**src/hw/sync_slave_map.vh**
```
// Register map, field positions and reset values of the synchronous slave serial port.
// Included by the port top and its shift engine; definitions only.
`ifndef SYNC_SLAVE_MAP_VH
`define SYNC_SLAVE_MAP_VH

// Word byte addresses on the register bus
`define ADDR_RX_STAT_CTRL 4'h0
`define ADDR_TX_HOLD 4'h1
`define ADDR_TX_STAT_CTRL 4'h2
`define ADDR_BAUD_LINE 4'h3
`define ADDR_DIV_HIGH 4'h4
`define ADDR_DIV_LOW 4'h5
`define ADDR_RX_HOLD 4'h6
`define ADDR_IRQ_CTRL 4'h7

// receive_status_control fields
`define RXC_SERIAL_PORT_ENABLE 7
`define RXC_RX9 6
`define RXC_SINGLE_RECEIVE_ENABLE 5
`define RXC_CONTINUOUS_RECEIVE_ENABLE 4
`define RXC_ADDEN 3
`define RXC_FERR 2
`define RXC_OERR 1
`define RXC_RECEIVE_NINTH_BIT 0

// transmit_status_control fields
`define TXC_CLOCK_SOURCE_SELECT 7
`define TXC_TX9 6
`define TXC_TRANSMIT_ENABLE 5
`define TXC_SYNC 4
`define TXC_SENDB 3
`define TXC_BRGH 2
`define TXC_SHIFT_REGISTER_EMPTY 1
`define TXC_TRANSMIT_NINTH_BIT 0

// Interrupt control register fields
`define IRQ_GIE 7
`define IRQ_PERIPHERAL_IRQ_ENABLE 6
`define IRQ_RCIE 5
`define IRQ_TXIE 4
`define IRQ_RCIF 1
`define IRQ_TXIF 0

// Reset values
`define RST_RX_STAT_CTRL 8'h00
`define RST_TX_STAT_CTRL 8'h02
`define RST_BAUD_LINE 8'h00
`define RST_DIVISOR 8'h00
`define RST_IRQ_CTRL 8'h00

// Shift frame lengths
`define BITS_EIGHT 4'h8
`define BITS_NINE 4'h9

`endif

```
**src/hw/sync_shift_engine.v**
```verilog
// Shift engine: transmit and receive shift registers clocked by shift clock edges.
// Assumes the caller supplies one-cycle edge strobes of an already synchronised clock.
`timescale 1ns/1ps
`include "sync_slave_map.vh"

module sync_shift_engine (
    input wire clk,
    input wire rst,
    // Edge strobes and data pin
    input wire rise_stb,
    input wire fall_stb,
    input wire data_in,
    // Transmit side
    input wire tx_active,
    input wire tx_load,
    input wire [8:0] tx_word,
    input wire tx_nine,
    output reg tx_out,
    output wire tx_busy,
    output reg tx_done,
    // Receive side
    input wire rx_active,
    input wire rx_nine,
    output reg [8:0] rx_word,
    output reg rx_done
);

reg [8:0] tsr_reg;
reg [3:0] tx_cnt_reg;
reg [8:0] rsr_reg;
reg [3:0] rx_cnt_reg;
wire [3:0] tx_len;
wire [3:0] rx_len;

assign tx_len = tx_nine ? `BITS_NINE : `BITS_EIGHT;
assign rx_len = rx_nine ? `BITS_NINE : `BITS_EIGHT;
assign tx_busy = (tx_cnt_reg != 4'h0);

always @(posedge clk) begin
    if (rst) begin
        tsr_reg <= 9'h000;
        tx_cnt_reg <= 4'h0;
        tx_out <= 1'b1;
        tx_done <= 1'b0;
    end else begin
        tx_done <= 1'b0;
        if (!tx_active) begin
            tx_cnt_reg <= 4'h0;
            tx_out <= 1'b1;
        end else if (tx_load) begin
            // LSB first, first bit driven at once
            tsr_reg <= {1'b0, tx_word[8:1]};
            tx_out <= tx_word[0];
            tx_cnt_reg <= tx_len;
        end else if (rise_stb && tx_busy) begin
            tx_cnt_reg <= tx_cnt_reg - 4'h1;
            if (tx_cnt_reg == 4'h1) begin
                tx_done <= 1'b1;
            end else begin
                tx_out <= tsr_reg[0];
                tsr_reg <= {1'b0, tsr_reg[8:1]};
            end
        end
    end
end

always @(posedge clk) begin
    if (rst) begin
        rsr_reg <= 9'h000;
        rx_cnt_reg <= 4'h0;
        rx_word <= 9'h000;
        rx_done <= 1'b0;
    end else begin
        rx_done <= 1'b0;
        if (!rx_active) begin
            rx_cnt_reg <= 4'h0;
        end else if (fall_stb) begin
            rsr_reg <= {data_in, rsr_reg[8:1]};
            if (rx_cnt_reg + 4'h1 == rx_len) begin
                rx_cnt_reg <= 4'h0;
                rx_done <= 1'b1;
                rx_word <= rx_nine ? {data_in, rsr_reg[8:1]} : {1'b0, data_in, rsr_reg[8:2]};
            end else begin
                rx_cnt_reg <= rx_cnt_reg + 4'h1;
            end
        end
    end
end

endmodule

```
**src/hw/sync_slave_port.v**
```verilog
// Synchronous slave serial port: register file on classic Wishbone plus pin logic.
// Assumes an external master drives the shift clock pin; data pin is half-duplex.
//
// Our own choices: the Wishbone register port and the register offsets.
`timescale 1ns/1ps
`include "sync_slave_map.vh"

module sync_slave_port (
    // Clock and reset
    input wire SYS_CLK,
    input wire RESET,
    // Wishbone slave
    input wire WB_CYC_I,
    input wire WB_STB_I,
    input wire WB_WE_I,
    input wire [3:0] WB_ADR_I,
    input wire [7:0] WB_DAT_I,
    input wire WB_SEL_I,
    output reg [7:0] WB_DAT_O,
    output reg WB_ACK_O,
    // Serial pins
    input wire SHIFT_CLOCK_PIN_I,
    input wire SERIAL_DATA_PIN_I,
    output wire SERIAL_DATA_PIN_O,
    output wire SERIAL_DATA_PIN_OE,
    // Interrupt and wake
    output wire IRQ,
    output wire WAKE
);

reg [7:0] rxc_reg;
reg [7:0] txc_reg;
reg [7:0] baud_reg;
reg [7:0] div_hi_reg;
reg [7:0] div_lo_reg;
reg [7:0] irq_reg;
reg [7:0] tx_hold_reg;
reg tx_hold_nine_reg;
reg tx_hold_full_reg;
reg [7:0] rx_hold_reg;
reg rx_hold_nine_reg;
reg rx_hold_full_reg;
reg txif_reg;
reg [1:0] ck_sync_reg;
reg [1:0] dt_sync_reg;
reg ck_last_reg;
wire rise_stb;
wire fall_stb;
wire slave_mode;
wire tx_active;
wire rx_active;
wire tx_busy;
wire tx_done;
wire tx_out;
wire [8:0] rx_word;
wire rx_done;
wire tx_load;
wire wb_req;
wire wb_wr;
wire wb_rd;
wire rcif;

// Pin synchronisers; only second stage feeds logic
always @(posedge SYS_CLK) begin
    if (RESET) begin
        ck_sync_reg <= 2'b00;
        dt_sync_reg <= 2'b00;
        ck_last_reg <= 1'b0;
    end else begin
        ck_sync_reg <= {ck_sync_reg[0], SHIFT_CLOCK_PIN_I};
        dt_sync_reg <= {dt_sync_reg[0], SERIAL_DATA_PIN_I};
        ck_last_reg <= ck_sync_reg[1];
    end
end

// Edges found on the external clock pin only
assign rise_stb = slave_mode & ck_sync_reg[1] & ~ck_last_reg;
assign fall_stb = slave_mode & ~ck_sync_reg[1] & ck_last_reg;

// Same mode decode as master, clock source cleared
assign slave_mode = rxc_reg[`RXC_SERIAL_PORT_ENABLE] & txc_reg[`TXC_SYNC] & ~txc_reg[`TXC_CLOCK_SOURCE_SELECT];
assign tx_active = slave_mode & txc_reg[`TXC_TRANSMIT_ENABLE];
assign rx_active = slave_mode & rxc_reg[`RXC_CONTINUOUS_RECEIVE_ENABLE];

// Empty shift register takes the holding word at once
assign tx_load = tx_active & tx_hold_full_reg & (~tx_busy | tx_done);

// Half-duplex: drive whenever transmit is enabled and continuous receive is off, idle or shifting
assign SERIAL_DATA_PIN_O = tx_out;
assign SERIAL_DATA_PIN_OE = tx_active & ~rx_active;

sync_shift_engine u_engine (
    .clk(SYS_CLK),
    .rst(RESET),
    .rise_stb(rise_stb),
    .fall_stb(fall_stb),
    .data_in(dt_sync_reg[1]),
    .tx_active(tx_active),
    .tx_load(tx_load),
    .tx_word({tx_hold_nine_reg, tx_hold_reg}),
    .tx_nine(txc_reg[`TXC_TX9]),
    .tx_out(tx_out),
    .tx_busy(tx_busy),
    .tx_done(tx_done),
    .rx_active(rx_active),
    .rx_nine(rxc_reg[`RXC_RX9]),
    .rx_word(rx_word),
    .rx_done(rx_done)
);

assign wb_req = WB_CYC_I & WB_STB_I & ~WB_ACK_O;
assign wb_wr = wb_req & WB_WE_I & WB_SEL_I;
assign wb_rd = wb_req & ~WB_WE_I;

// Wishbone answer: one cycle after the request, dropped next cycle
always @(posedge SYS_CLK) begin
    if (RESET) begin
        WB_ACK_O <= 1'b0;
        WB_DAT_O <= 8'h00;
    end else begin
        WB_ACK_O <= wb_req;
        if (wb_rd) begin
            case (WB_ADR_I)
                `ADDR_RX_STAT_CTRL: WB_DAT_O <= rxc_reg;
                `ADDR_TX_STAT_CTRL: WB_DAT_O <= {txc_reg[7:2], ~tx_busy, txc_reg[0]};
                `ADDR_BAUD_LINE: WB_DAT_O <= baud_reg;
                `ADDR_DIV_HIGH: WB_DAT_O <= div_hi_reg;
                `ADDR_DIV_LOW: WB_DAT_O <= div_lo_reg;
                `ADDR_RX_HOLD: WB_DAT_O <= rx_hold_reg;
                `ADDR_IRQ_CTRL: WB_DAT_O <= {irq_reg[7:2], rcif, txif_reg};
                default: WB_DAT_O <= 8'h00;
            endcase
        end
    end
end

assign rcif = rx_hold_full_reg;

// Control registers
always @(posedge SYS_CLK) begin
    if (RESET) begin
        rxc_reg <= `RST_RX_STAT_CTRL;
        txc_reg <= `RST_TX_STAT_CTRL;
        baud_reg <= `RST_BAUD_LINE;
        div_hi_reg <= `RST_DIVISOR;
        div_lo_reg <= `RST_DIVISOR;
        irq_reg <= `RST_IRQ_CTRL;
    end else begin
        if (wb_wr && WB_ADR_I == `ADDR_RX_STAT_CTRL) begin
            rxc_reg[7:3] <= WB_DAT_I[7:3];
            if (!WB_DAT_I[`RXC_CONTINUOUS_RECEIVE_ENABLE]) begin
                rxc_reg[`RXC_OERR] <= 1'b0;
                rxc_reg[`RXC_FERR] <= 1'b0;
            end
        end
        if (wb_wr && WB_ADR_I == `ADDR_TX_STAT_CTRL) begin
            txc_reg <= {WB_DAT_I[7:2], 1'b0, WB_DAT_I[0]};
        end
        if (wb_wr && WB_ADR_I == `ADDR_BAUD_LINE) begin
            baud_reg <= WB_DAT_I;
        end
        if (wb_wr && WB_ADR_I == `ADDR_DIV_HIGH) begin
            div_hi_reg <= WB_DAT_I;
        end
        if (wb_wr && WB_ADR_I == `ADDR_DIV_LOW) begin
            div_lo_reg <= WB_DAT_I;
        end
        if (wb_wr && WB_ADR_I == `ADDR_IRQ_CTRL) begin
            irq_reg[7:2] <= WB_DAT_I[7:2];
        end
        // Overrun: word completes while holding still full; set beats clear
        if (rx_done && rx_hold_full_reg && !(wb_rd && WB_ADR_I == `ADDR_RX_HOLD)) begin
            rxc_reg[`RXC_OERR] <= 1'b1;
        end
        // Ninth received bit beside the holding word
        if (rx_done && (!rx_hold_full_reg || (wb_rd && WB_ADR_I == `ADDR_RX_HOLD))) begin
            rxc_reg[`RXC_RECEIVE_NINTH_BIT] <= rx_word[8];
        end
    end
end

// Transmit holding and its flag
always @(posedge SYS_CLK) begin
    if (RESET) begin
        tx_hold_reg <= 8'h00;
        tx_hold_nine_reg <= 1'b0;
        tx_hold_full_reg <= 1'b0;
        txif_reg <= 1'b1;
    end else begin
        if (wb_wr && WB_ADR_I == `ADDR_TX_HOLD) begin
            tx_hold_reg <= WB_DAT_I;
            tx_hold_nine_reg <= txc_reg[`TXC_TRANSMIT_NINTH_BIT];
            tx_hold_full_reg <= 1'b1;
            txif_reg <= 1'b0;
        end else if (tx_load) begin
            // Holding freed into shift register, flag set in the same cycle
            tx_hold_full_reg <= 1'b0;
            txif_reg <= 1'b1;
        end
    end
end

// Receive holding; a new word wins over a read in the same cycle
always @(posedge SYS_CLK) begin
    if (RESET) begin
        rx_hold_reg <= 8'h00;
        rx_hold_nine_reg <= 1'b0;
        rx_hold_full_reg <= 1'b0;
    end else begin
        if (rx_done && (!rx_hold_full_reg || (wb_rd && WB_ADR_I == `ADDR_RX_HOLD))) begin
            rx_hold_reg <= rx_word[7:0];
            rx_hold_nine_reg <= rx_word[8];
            rx_hold_full_reg <= 1'b1;
        end else if (wb_rd && WB_ADR_I == `ADDR_RX_HOLD) begin
            rx_hold_full_reg <= 1'b0;
        end
    end
end

// Receiver stays armed while continuous receive set
// Runs on SYS_CLK sampling the pin edges, so stopping SYS_CLK stops it
assign WAKE = (txif_reg & irq_reg[`IRQ_TXIE]) | (rcif & irq_reg[`IRQ_RCIE]);
// Interrupt through global and peripheral enables
assign IRQ = WAKE & irq_reg[`IRQ_GIE] & irq_reg[`IRQ_PERIPHERAL_IRQ_ENABLE];

endmodule

```
**config.mk**
```make
export PLATFORM = sky130hd
export DESIGN_NAME = sync_slave_port
export DESIGN_NICKNAME = d
export VERILOG_FILES = /design/src/hw/sync_shift_engine.v /design/src/hw/sync_slave_port.v
export VERILOG_INCLUDE_DIRS = /design/src /design/src/hw
export SDC_FILE = /design/constraint.sdc
export NUM_CORES = 1
export LEC_CHECK = 0
export ABC_AREA = 1
export BUFFER_PORTS_ARGS = -buffer_cell sky130_fd_sc_hd__buf_2
export CORE_ASPECT_RATIO = 1.1
export CORE_MARGIN = 10
export CORE_UTILIZATION = 35
export CTS_CLUSTER_SIZE = 16
export DETAILED_ROUTE_END_ITERATION = 8
export SLEW_MARGIN = 40
export SYNTH_ARGS = -nofsm -noshare
export SYNTH_HDL_FRONTEND = slang
export SYNTH_HIERARCHICAL = 1
export SYNTH_SLANG_ARGS = --single-unit
```
**constraint.sdc**
```tcl
create_clock -name SYS_CLK -period 1.65 [get_ports SYS_CLK]
set_input_delay 0.0825 -clock SYS_CLK [delete_from_list [all_inputs] [get_ports SYS_CLK]]
set_output_delay 0.0825 -clock SYS_CLK [all_outputs]
set_load 0.005 [all_outputs]
```
---- Word level (Yosys, flattened, before mapping) ----
Index checks and enable logic that the tools add are counted.
storage, ports and cells
  register bits ........................... 117
  bits of input ports ..................... 20
  output and inout bits ................... 13
  word-level logic and storage cells ...... 126
cells by class
  add/subtract/negate cells ............... 2
  equal/unequal tests ..................... 11
  multiplexer cells ....................... 24
  bitwise logic cells ..................... 32
  reduce and logical (&&, ||, !) cells .... 30
operators by type and width
  cell                   count
  $pmux W8 S7            1
  $mux W9                4
  $and A1 B1 Y1          20
  $eq A4 B3 Y1 const B   4
  $mux W1                16
  $logic_and A1 B1 Y1    12
  $mux W4                3
  $not A1 Y1             10
  $eq A4 B1 Y1 const B   2
  $eq A4 B2 Y1 const B   2
  $reduce_bool A2 Y1     4
  $reduce_and A2 Y1      3
  $reduce_and A3 Y1      2
  $add A4 B1 Y4 const B  1
  $eq A4 B4 Y1           1
  $logic_not A4 Y1       1
  $reduce_bool A4 Y1     1
  $reduce_or A2 Y1       2
  $reduce_or A4 Y1       1
  $sub A4 B1 Y4 const B  1
  $reduce_or A3 Y1       1
  $logic_not A1 Y1       2
  $ne A2 B1 Y1 const B   1
  $ne A2 B2 Y1 const B   1
  other kinds (2)        3

---- Logic depth before layout (Yosys ltp) ----
Gate-level depths: netlist of run 1.
  depth in word-level cells ............... 8
  gate-level depth with buffers ........... 14

---- Hierarchy ----
The synthesis of run 1 kept the hierarchy.
modules (own cells, without submodules)
  module             times used  cells each  area each (um2)  sequential area each (um2)
  sync_slave_port    1           480         3,362.0          1,561.5
  sync_shift_engine  1           278         1,900.6          720.7

---- Worst setup path after synthesis of run 1 ----
Ideal clock, no wire load.
  kind .................................... reg2reg
  start ................................... register u_engine.tx_cnt_reg[0]
  end ..................................... register u_engine.tsr_reg[6]
  arrival ................................. 1.642 ns
  path slack .............................. -0.105 ns
  stages on the path, launching flop included .. 15
  cell sequence ........................... dfxtp_1 -> inv_1 -> ha_1 -> nand3_2 -> inv_1 -> o21a_1 -> nand2_1 -> inv_1 -> buf_4 -> inv_2 -> nand2_2 -> nand3_4 -> nand2_1 -> nand2_1 -> nor2_1
on the way
  word-level cells in the longest chain between the ends .. 6
  elaborated cells between the ends (all ways) .. 10
ends and longest elaborated chain
  what                                                                 RTL line                source
  from (decl)                                                          sync_shift_engine.v:29  reg [3:0] tx_cnt_reg;
  from (signal assigned)                                               sync_shift_engine.v:54  tx_cnt_reg <= tx_len;
  from (signal assigned)                                               sync_shift_engine.v:56  tx_cnt_reg <= tx_cnt_reg - 4'h1;
  $reduce_bool A4 Y1 (*)                                               sync_shift_engine.v:37  assign tx_busy = (tx_cnt_reg != 4'h0);
  named net tx_busy                                                    sync_slave_port.v:52    wire tx_busy;
  $not A1 Y1 (*)                                                       sync_slave_port.v:86    assign tx_load = tx_active & tx_hold_full_reg & (~tx_busy | tx_done);
  $or A1 B1 Y1 (*)                                                     sync_slave_port.v:86
  $and A1 B1 Y1 (*)                                                    sync_slave_port.v:86
  named net tx_load                                                    sync_slave_port.v:57    wire tx_load;
  $ne A2 B2 Y1 (no line) / $reduce_bool A2 Y1 (equally long branches)  --
  $reduce_and A3 Y1 (no line)                                          --
  to (signal assigned)                                                 sync_shift_engine.v:52  tsr_reg <= {1'b0, tx_word[8:1]};
  to (signal assigned)                                                 sync_shift_engine.v:61  tsr_reg <= {1'b0, tsr_reg[8:1]};
  to (decl)                                                            sync_shift_engine.v:28  reg [8:0] tsr_reg;
Mark *: on every way through the listed nets, which the timed path passes. The rest lies on a longest branch.
A chain may end at the register's enable or synchronous reset.

---- Worst setup path after layout of run 1 ----
  start ................................... register u_engine.tx_cnt_reg[0]
  end ..................................... register u_engine.tsr_reg[1]
Same word-level chain as after synthesis.

==> results.sh, run 1 <==
export IMPL_cts_made_buffers=17
export IMPL_largest_reg_flops=9
export IMPL_fmax_mhz=623.8
export IMPL_finalHoldViolations=0
export IMPL_cts_tree="done"
export IMPL_synth_main_ff_cell="dfxtp_1"
export IMPL_drc=0
export IMPL_rsz0062_at_grt="true"
export IMPL_antenna_found_initial=0
export IMPL_first_global_vias=4536
export IMPL_critPathLaunchType="register"
export IMPL_hold_path_depth=3
export IMPL_cpPeakStageDelay_ns=0.33
export IMPL_slew_headroom=0.7048
export IMPL_place_congestion=0.8598
export IMPL_finalSetupViolations=0
export IMPL_hold_class="primary input to register"
export IMPL_n_antenna_cell=0
export IMPL_final_cell_area_mm2=0.006644
export IMPL_vdd_drop_max_mv=0.8315
export IMPL_dp_hpwl_um=9416
export IMPL_start_util=0.3614
export IMPL_worstMarginPinSlew_ns=0.4428
export IMPL_stdcell_count=1024
export IMPL_async_flop_share=0
export IMPL_vias_per_cell=4.743
export IMPL_ys_seq_elements=114
export IMPL_fin_nets=844
export IMPL_slowest_stage="dfxtp_2"
export IMPL_clk_pin_slew_ns=0.05
export IMPL_synth_nets=782
export IMPL_required_ns=2.00
export IMPL_grt_pass1_wl_um=22440
export IMPL_r2r_cells=13
export IMPL_cts_htree_levels=4
export IMPL_core_area_mm2=0.01456
export IMPL_drt_initial_drc_count=327
export IMPL_drive_gt1_frac=0.1863
export IMPL_min_from="WB_DAT_I[1]"
export IMPL_seq_area_mm2=0.002286
export IMPL_netlist_area_mm2=0.005263
export IMPL_place_inst=984
export IMPL_critical_path_peak_fanout=7
export IMPL_r2r_end="u_engine/tsr_reg[1]$_SDFFE_PP0P_"
export IMPL_setup_worst_path_class="register to register"
export IMPL_synth_edff_count=0
export IMPL_holdPathEnd="div_hi_reg[1]$_SDFFE_PP0P_"
export IMPL_fillers=1437
export IMPL_final_antenna_net_count=0
export IMPL_power_density_mw_per_mm2=1040
export IMPL_routed_wl_um=13580
export IMPL_status="finished clean"
export IMPL_synth_distinct_cells=33
export IMPL_cp_cell_sequence="inv_2 -> ha_4 -> nand3_4 -> inv_2 -> o21a_1 -> nand2_2 -> clkinv_4 -> buf_12 -> nor2_1 -> a21oi_2 -> nand4_1 -> nand2_1 -> nor2_1"
export IMPL_drv_slew=0
export IMPL_rrSetupSlack_ns=0.05
export IMPL_multi_input_area_mm2=0.002595
export IMPL_numPortBuffers=32
export IMPL_arrival_ns=1.96
export IMPL_fin_setup_tns_ns=0
export IMPL_min_period_over_period=0.9716
export IMPL_insertion_delay_ns=0.41
export IMPL_grt_ovfl_total=0
export IMPL_syn_to_final_growth_pct=26.25
export IMPL_p_leak_nw=2.756
export IMPL_ys_seq_area_frac=0.4337
export IMPL_syn_avg_cell_area_um2=6.943
export IMPL_die_h_um=148.6
export IMPL_firstDrtPassIters=5
export IMPL_fin_crit_ns=1.603
export IMPL_io_pins=33
export IMPL_clkSinkCount=114
export IMPL_max_cap_violations=0
export IMPL_rows=46
export IMPL_clockBufferDepth=2
export IMPL_r2r_start="u_engine/tx_cnt_reg[0]$_SDFFE_PP0P_"
export IMPL_ctsRootBufferMaster="clkbuf_16"
export IMPL_top_register="u_engine/rx_word"
export IMPL_grt_max_degree=53
export IMPL_die_width_um=136.9
export IMPL_dpl_instance_area_mm2=0.005776
export IMPL_skew_ns=0.008318
export IMPL_postSynthCellCount=758
export IMPL_vias=4857
export IMPL_yosysWarnings=6
export IMPL_end_kind="register"
export IMPL_wl_per_cell_um=13.26
export IMPL_whs_ns=0.02522
export IMPL_grt_util_all_layers=0.1367
export IMPL_die_area_mm2=0.02035
==> timing repair <==
item | in CTS | in global routing
gates cloned | 0 | 3
hold endpoints to repair | 5 | 0
hold buffers | 5 | 0
buffers inserted | 0 | 1
gates resized for setup | 1 | 38
pin swaps | 1 | 14
endpoints found under the setup margin | 8 | 13
==> cell families (layout without fill, tap and decap cells) <==
group | count (synthesis) | count (layout) | synth area share
buffers and inverters | 124 | 196 | 0.1001
adder cells (fa/ha/maj) | 4 | 4 | 0.009511
flip-flops | 114 | 114 | 0.4337
AND/OR/NAND/NOR | 381 | 383 | 0.3224
AO/OA/AOI/OAI | 135 | 135 | 0.1343
==> per-layer routing <==
| metal | wire, um | GRT usage |
|---|---|---|
| met3 | 562 | 0.03976 |
| met5 | 0 | 0 |
| met2 | 6584 | 0.2202 |
| met4 | 221 | 0.04114 |
| met1 | 6211 | 0.1720 |
==> metrics by stage <==
| stage | worst slack (ns) | total power, W | utilization |
|---|---|---|---|
| global placement | 0.005536 | 0.003078 | 0.3966 |
| finish | 0.04691 | 0.006910 | 0.4563 |
| global route | -0.09378 | 0.007145 | 0.4563 |
| detailed placement | -0.03798 | 0.003080 | 0.3966 |
| CTS | 0.01658 | 0.006969 | 0.4431 |
| floorplan | 0.001696 | 0.002972 | - |
==> report_power, final <==
| part | switching (W) | leakage [nW] | total (W) | internal [W] |
|---|---|---|---|---|
| combinational | 0.000176 | 1.53 | 0.000258 | 0.0000827 |
| clock | 0.00124 | 0.310 | 0.00388 | 0.00264 |
| sequential | 0.00000557 | 0.921 | 0.00277 | 0.00277 |
| total | 0.00142 | 2.76 | 0.00691 | 0.00549 |
==> cells in the final DEF (no fill, tap or decap), types with 7 or more instances in the layout <==
cell type	instances
nor2_1	128
o21ai_1	18
a21boi_0	8
buf_4	30
a21oi_1	50
buf_2	32
clkbuf_16	18
nand3_1	66
inv_1	80
o21ai_0	48
a21oi_2	7
nand2_1	138
nor2_2	9
inv_2	9
nand4_1	15
dfxtp_1	111
==> area by class of cell <==
| cell class | instances | area share |
|---|---|---|
| sequential | 114 | 0.3441 |
| multi-input combinational | 522 | 0.3906 |
| clock buffer | 22 | 0.07137 |
| clock inverter | 9 | 0.02298 |
| timing repair buffer | 72 | 0.07872 |
| tap | 192 | 0.03616 |
| inverter | 93 | 0.05612 |
==> cell usage after synthesis, types with 2 or more instances <==
master | number | area, um^2
nand2_1 | 140 | 525.5
nor2_1 | 135 | 506.7
dfxtp_1 | 114 | 2282
inv_1 | 84 | 315.3
nand3_1 | 66 | 330.3
a21oi_1 | 57 | 285.3
o21ai_0 | 50 | 250.2
o21ai_1 | 16 | 80.08
nand4_1 | 15 | 93.84
clkbuf_1 | 12 | 45.04
a21boi_0 | 8 | 60.06
buf_2 | 8 | 40.04
inv_2 | 7 | 26.28
buf_4 | 6 | 45.04
nand3_2 | 5 | 50.05
ha_1 | 4 | 50.05
nand2_2 | 4 | 25.02
nor2_2 | 4 | 25.02
buf_6 | 3 | 33.78
nor2_4 | 3 | 33.78
buf_1 | 2 | 7.510
nand2_4 | 2 | 22.52
nand3_4 | 2 | 35.03
nor3_1 | 2 | 10.01
==> worst max-delay path by stage <==
stage | start | to | slack (ns) | cells past startpoint
2_1_floorplan | u_engine/tx_cnt_reg[0]$_SDFFE_PP0P_ | u_engine/tsr_reg[6]$_SDFFE_PP0P_ | 0.002 | 14
3_3_place_gp | u_engine/tx_cnt_reg[0]$_SDFFE_PP0P_ | u_engine/tsr_reg[5]$_SDFFE_PP0P_ | 0.006 | 13
3_5_place_dp | u_engine/tx_cnt_reg[1]$_SDFFE_PP0P_ | u_engine/tsr_reg[2]$_SDFFE_PP0P_ | -0.04 | 13
4_1_cts | u_engine/tx_cnt_reg[0]$_SDFFE_PP0P_ | u_engine/tsr_reg[7]$_SDFFE_PP0P_ | 0.02 | 12
5_1_grt | u_engine/tx_cnt_reg[0]$_SDFFE_PP0P_ | u_engine/tsr_reg[5]$_SDFFE_PP0P_ | -0.09 | 13
6_report | u_engine/tx_cnt_reg[0]$_SDFFE_PP0P_ | u_engine/tsr_reg[1]$_SDFFE_PP0P_ | 0.05 | 13
==> worst max-delay path, delay by kind of cell (launching register included) <==
| family | cells | cell delay, ns |
|---|---|---|
| simple gates | 6 | 0.49 |
| buf+inv | 4 | 0.37 |
| flops | 1 | 0.33 |
| compound gates | 2 | 0.22 |
| fa+ha+maj | 1 | 0.15 |
(Power assumes the default switching activity.)
==> run 2, diff against run 1 <==
==> constraint.sdc (replaced) <==
create_clock -name SYS_CLK -period 1.7 [get_ports SYS_CLK]
set_input_delay 0.085 -clock SYS_CLK [delete_from_list [all_inputs] [get_ports SYS_CLK]]
set_output_delay 0.085 -clock SYS_CLK [all_outputs]
set_load 0.005 [all_outputs]
==> results.sh, run 2 (synthesis gave the netlist of run 1 again) <==
export IMPL_crit_buf_inv=4
export IMPL_setup_worst_path_class="register to register"
export IMPL_finalSetupViolations=0
export IMPL_place_inst=981
export IMPL_die_width_um=136.9
export IMPL_power_density_mw_per_mm2=960.9
export IMPL_ctsRootBufferMaster="clkbuf_16"
export IMPL_skew_ns=0.006035
export IMPL_vdd_drop_max_mv=0.7347
export IMPL_grt_pass1_wl_um=22210
export IMPL_p_leak_nw=2.725
export IMPL_core_area_mm2=0.01456
export IMPL_cts_tree="done"
export IMPL_p_total_w=0.006295
export IMPL_rsz0062_at_grt="true"
export IMPL_n_antenna_cell=0
export IMPL_max_cap_violations=0
export IMPL_first_global_vias=4476
export IMPL_arrival_ns=2.01
export IMPL_vias_per_cell=4.771
export IMPL_min_period_over_period=0.9947
export IMPL_r2r_end="u_engine/tsr_reg[1]$_SDFFE_PP0P_"
export IMPL_cp_cell_sequence="inv_2 -> ha_4 -> nand3_4 -> inv_2 -> o21a_1 -> nand2_2 -> clkinv_4 -> clkbuf_16 -> a21oi_2 -> nand4_1 -> nand2_1 -> nor2_1"
export IMPL_antenna_found_initial=0
export IMPL_final_antenna_net_count=0
export IMPL_place_congestion=0.8239
export IMPL_cts_made_buffers=17
export IMPL_crit_family="buffers and inverters"
export IMPL_final_util=0.4499
export IMPL_die_area_mm2=0.02035
export IMPL_io_pins=33
export IMPL_status="finished clean"
export IMPL_clk_pin_slew_ns=0.06
export IMPL_grt_ovfl_total=0
export IMPL_grt_util_all_layers=0.1366
export IMPL_drc=0
export IMPL_clkSinkCount=114
export IMPL_layout_commonest_cell="nand2_1"
export IMPL_finalHoldViolations=0
export IMPL_firstDrtPassIters=5
export IMPL_fin_nets=845
export IMPL_die_h_um=148.6
export IMPL_critPathLaunchType="register"
export IMPL_insertion_delay_ns=0.42
export IMPL_fin_crit_ns=1.691
export IMPL_wl_per_cell_um=13.43
export IMPL_cts_htree_levels=4
export IMPL_routed_wl_um=13780
export IMPL_worst_path_most_repeated_cell="inv_2"
export IMPL_stdcell_count=1026
export IMPL_largest_reg_flops=9
export IMPL_hold_class="primary input to register"
export IMPL_top_register="u_engine/rx_word"
export IMPL_rows=46
export IMPL_fmax_mhz=591.4
export IMPL_numPortBuffers=32
export IMPL_worstMarginPinSlew_ns=0.4775
export IMPL_required_ns=2.01
export IMPL_drv_slew=0
export IMPL_rrSetupSlack_ns=0.009
export IMPL_start_util=0.3614
export IMPL_startpoint="u_engine/tx_cnt_reg[0]$_SDFFE_PP0P_"
export IMPL_fin_setup_tns_ns=0
export IMPL_drt_initial_drc_count=421
export IMPL_syn_to_final_growth_pct=24.49
export IMPL_clockBufferDepth=2
export IMPL_r2r_cells=12
export IMPL_crit_end="u_engine/tsr_reg[1]$_SDFFE_PP0P_"
export IMPL_r2r_start="u_engine/tx_cnt_reg[0]$_SDFFE_PP0P_"
export IMPL_whs_ns=0.04709
export IMPL_crit_cells=12
export IMPL_grt_max_degree=53
export IMPL_slowest_stage="dfxtp_2"
export IMPL_drive_gt1_frac=0.1811
export IMPL_cpPeakStageDelay_ns=0.33
export IMPL_vias=4895
export IMPL_slew_headroom=0.6813
export IMPL_final_cell_mix="nand2_1 (139), nor2_1 (128), dfxtp_1 (112)"
export IMPL_dp_hpwl_um=9489
export IMPL_end_kind="register"
export IMPL_critical_path_peak_fanout=8
## run 2: repair_timing
action                                 4_1_cts  5_1_grt
hold buffers                                 6        0
endpoints found under the hold margin        6        0
resized for setup                            0       30
setup buffers                                0        4
setup endpoints to repair                    0       13
## run 2: worst register-to-register path: stages (launching register included)
cell,delay [ns]
dfxtp_2,0.33
inv_2,0.05
ha_4,0.15
nand3_4,0.06
inv_2,0.05
o21a_1,0.19
nand2_2,0.09
clkinv_4,0.12
clkbuf_16,0.19
a21oi_2,0.12
nand4_1,0.11
nand2_1,0.08
nor2_1,0.04
## run 2: through the flow
stage	area [um^2]	setup WS (ns)
2_1_floorplan	5273	0.004605
6_report	6551	0.008958
5_1_grt	6551	-0.1302
4_1_cts	6354	0.005484
3_3_place_gp	5739	0.06279
3_5_place_dp	5739	0.01099
## run 2: where the power goes
group,switching [W],leakage (nW),internal [W]
Sequential,0.00000561,0.920,0.00269
Clock,0.00122,0.270,0.00213
Combinational,0.000170,1.53,0.0000813
Total,0.00139,2.72,0.00490
## run 2: layout make-up
type                       count  area (um^2)
clock buffer                  21        440.4
clock inverter                11        113.9
fill                        1491         8010
inverter                      93        367.9
multi-input combinational    521         2566
sequential                   114         2285
tap                          192        240.2
timing repair buffer          74        538.0
## run 2: metal layers
layer,part of all wire,wire length [um],GRT usage
met5,0,0,0
met4,0.022,305,0.05591
met3,0.041,560,0.03908
met2,0.48,6572,0.2164
met1,0.46,6338,0.1698
## run 2: worst min path at each step
stage               slack, ns                          endpoint         startpoint  cells past startpoint
global placement         0.29         dt_sync_reg[0]$_SDFF_PP0_  SERIAL_DATA_PIN_I                      3
floorplan                0.15  u_engine/rx_word[8]$_SDFFE_PP0P_              RESET                      1
detailed placement       0.29         ck_sync_reg[0]$_SDFF_PP0_  SHIFT_CLOCK_PIN_I                      3
global route             0.03        div_lo_reg[0]$_SDFFE_PP0P_        WB_DAT_I[0]                      3
CTS                      0.01        div_lo_reg[0]$_SDFFE_PP0P_        WB_DAT_I[0]                      3
finish                   0.05        div_hi_reg[0]$_SDFFE_PP0P_        WB_DAT_I[0]                      3
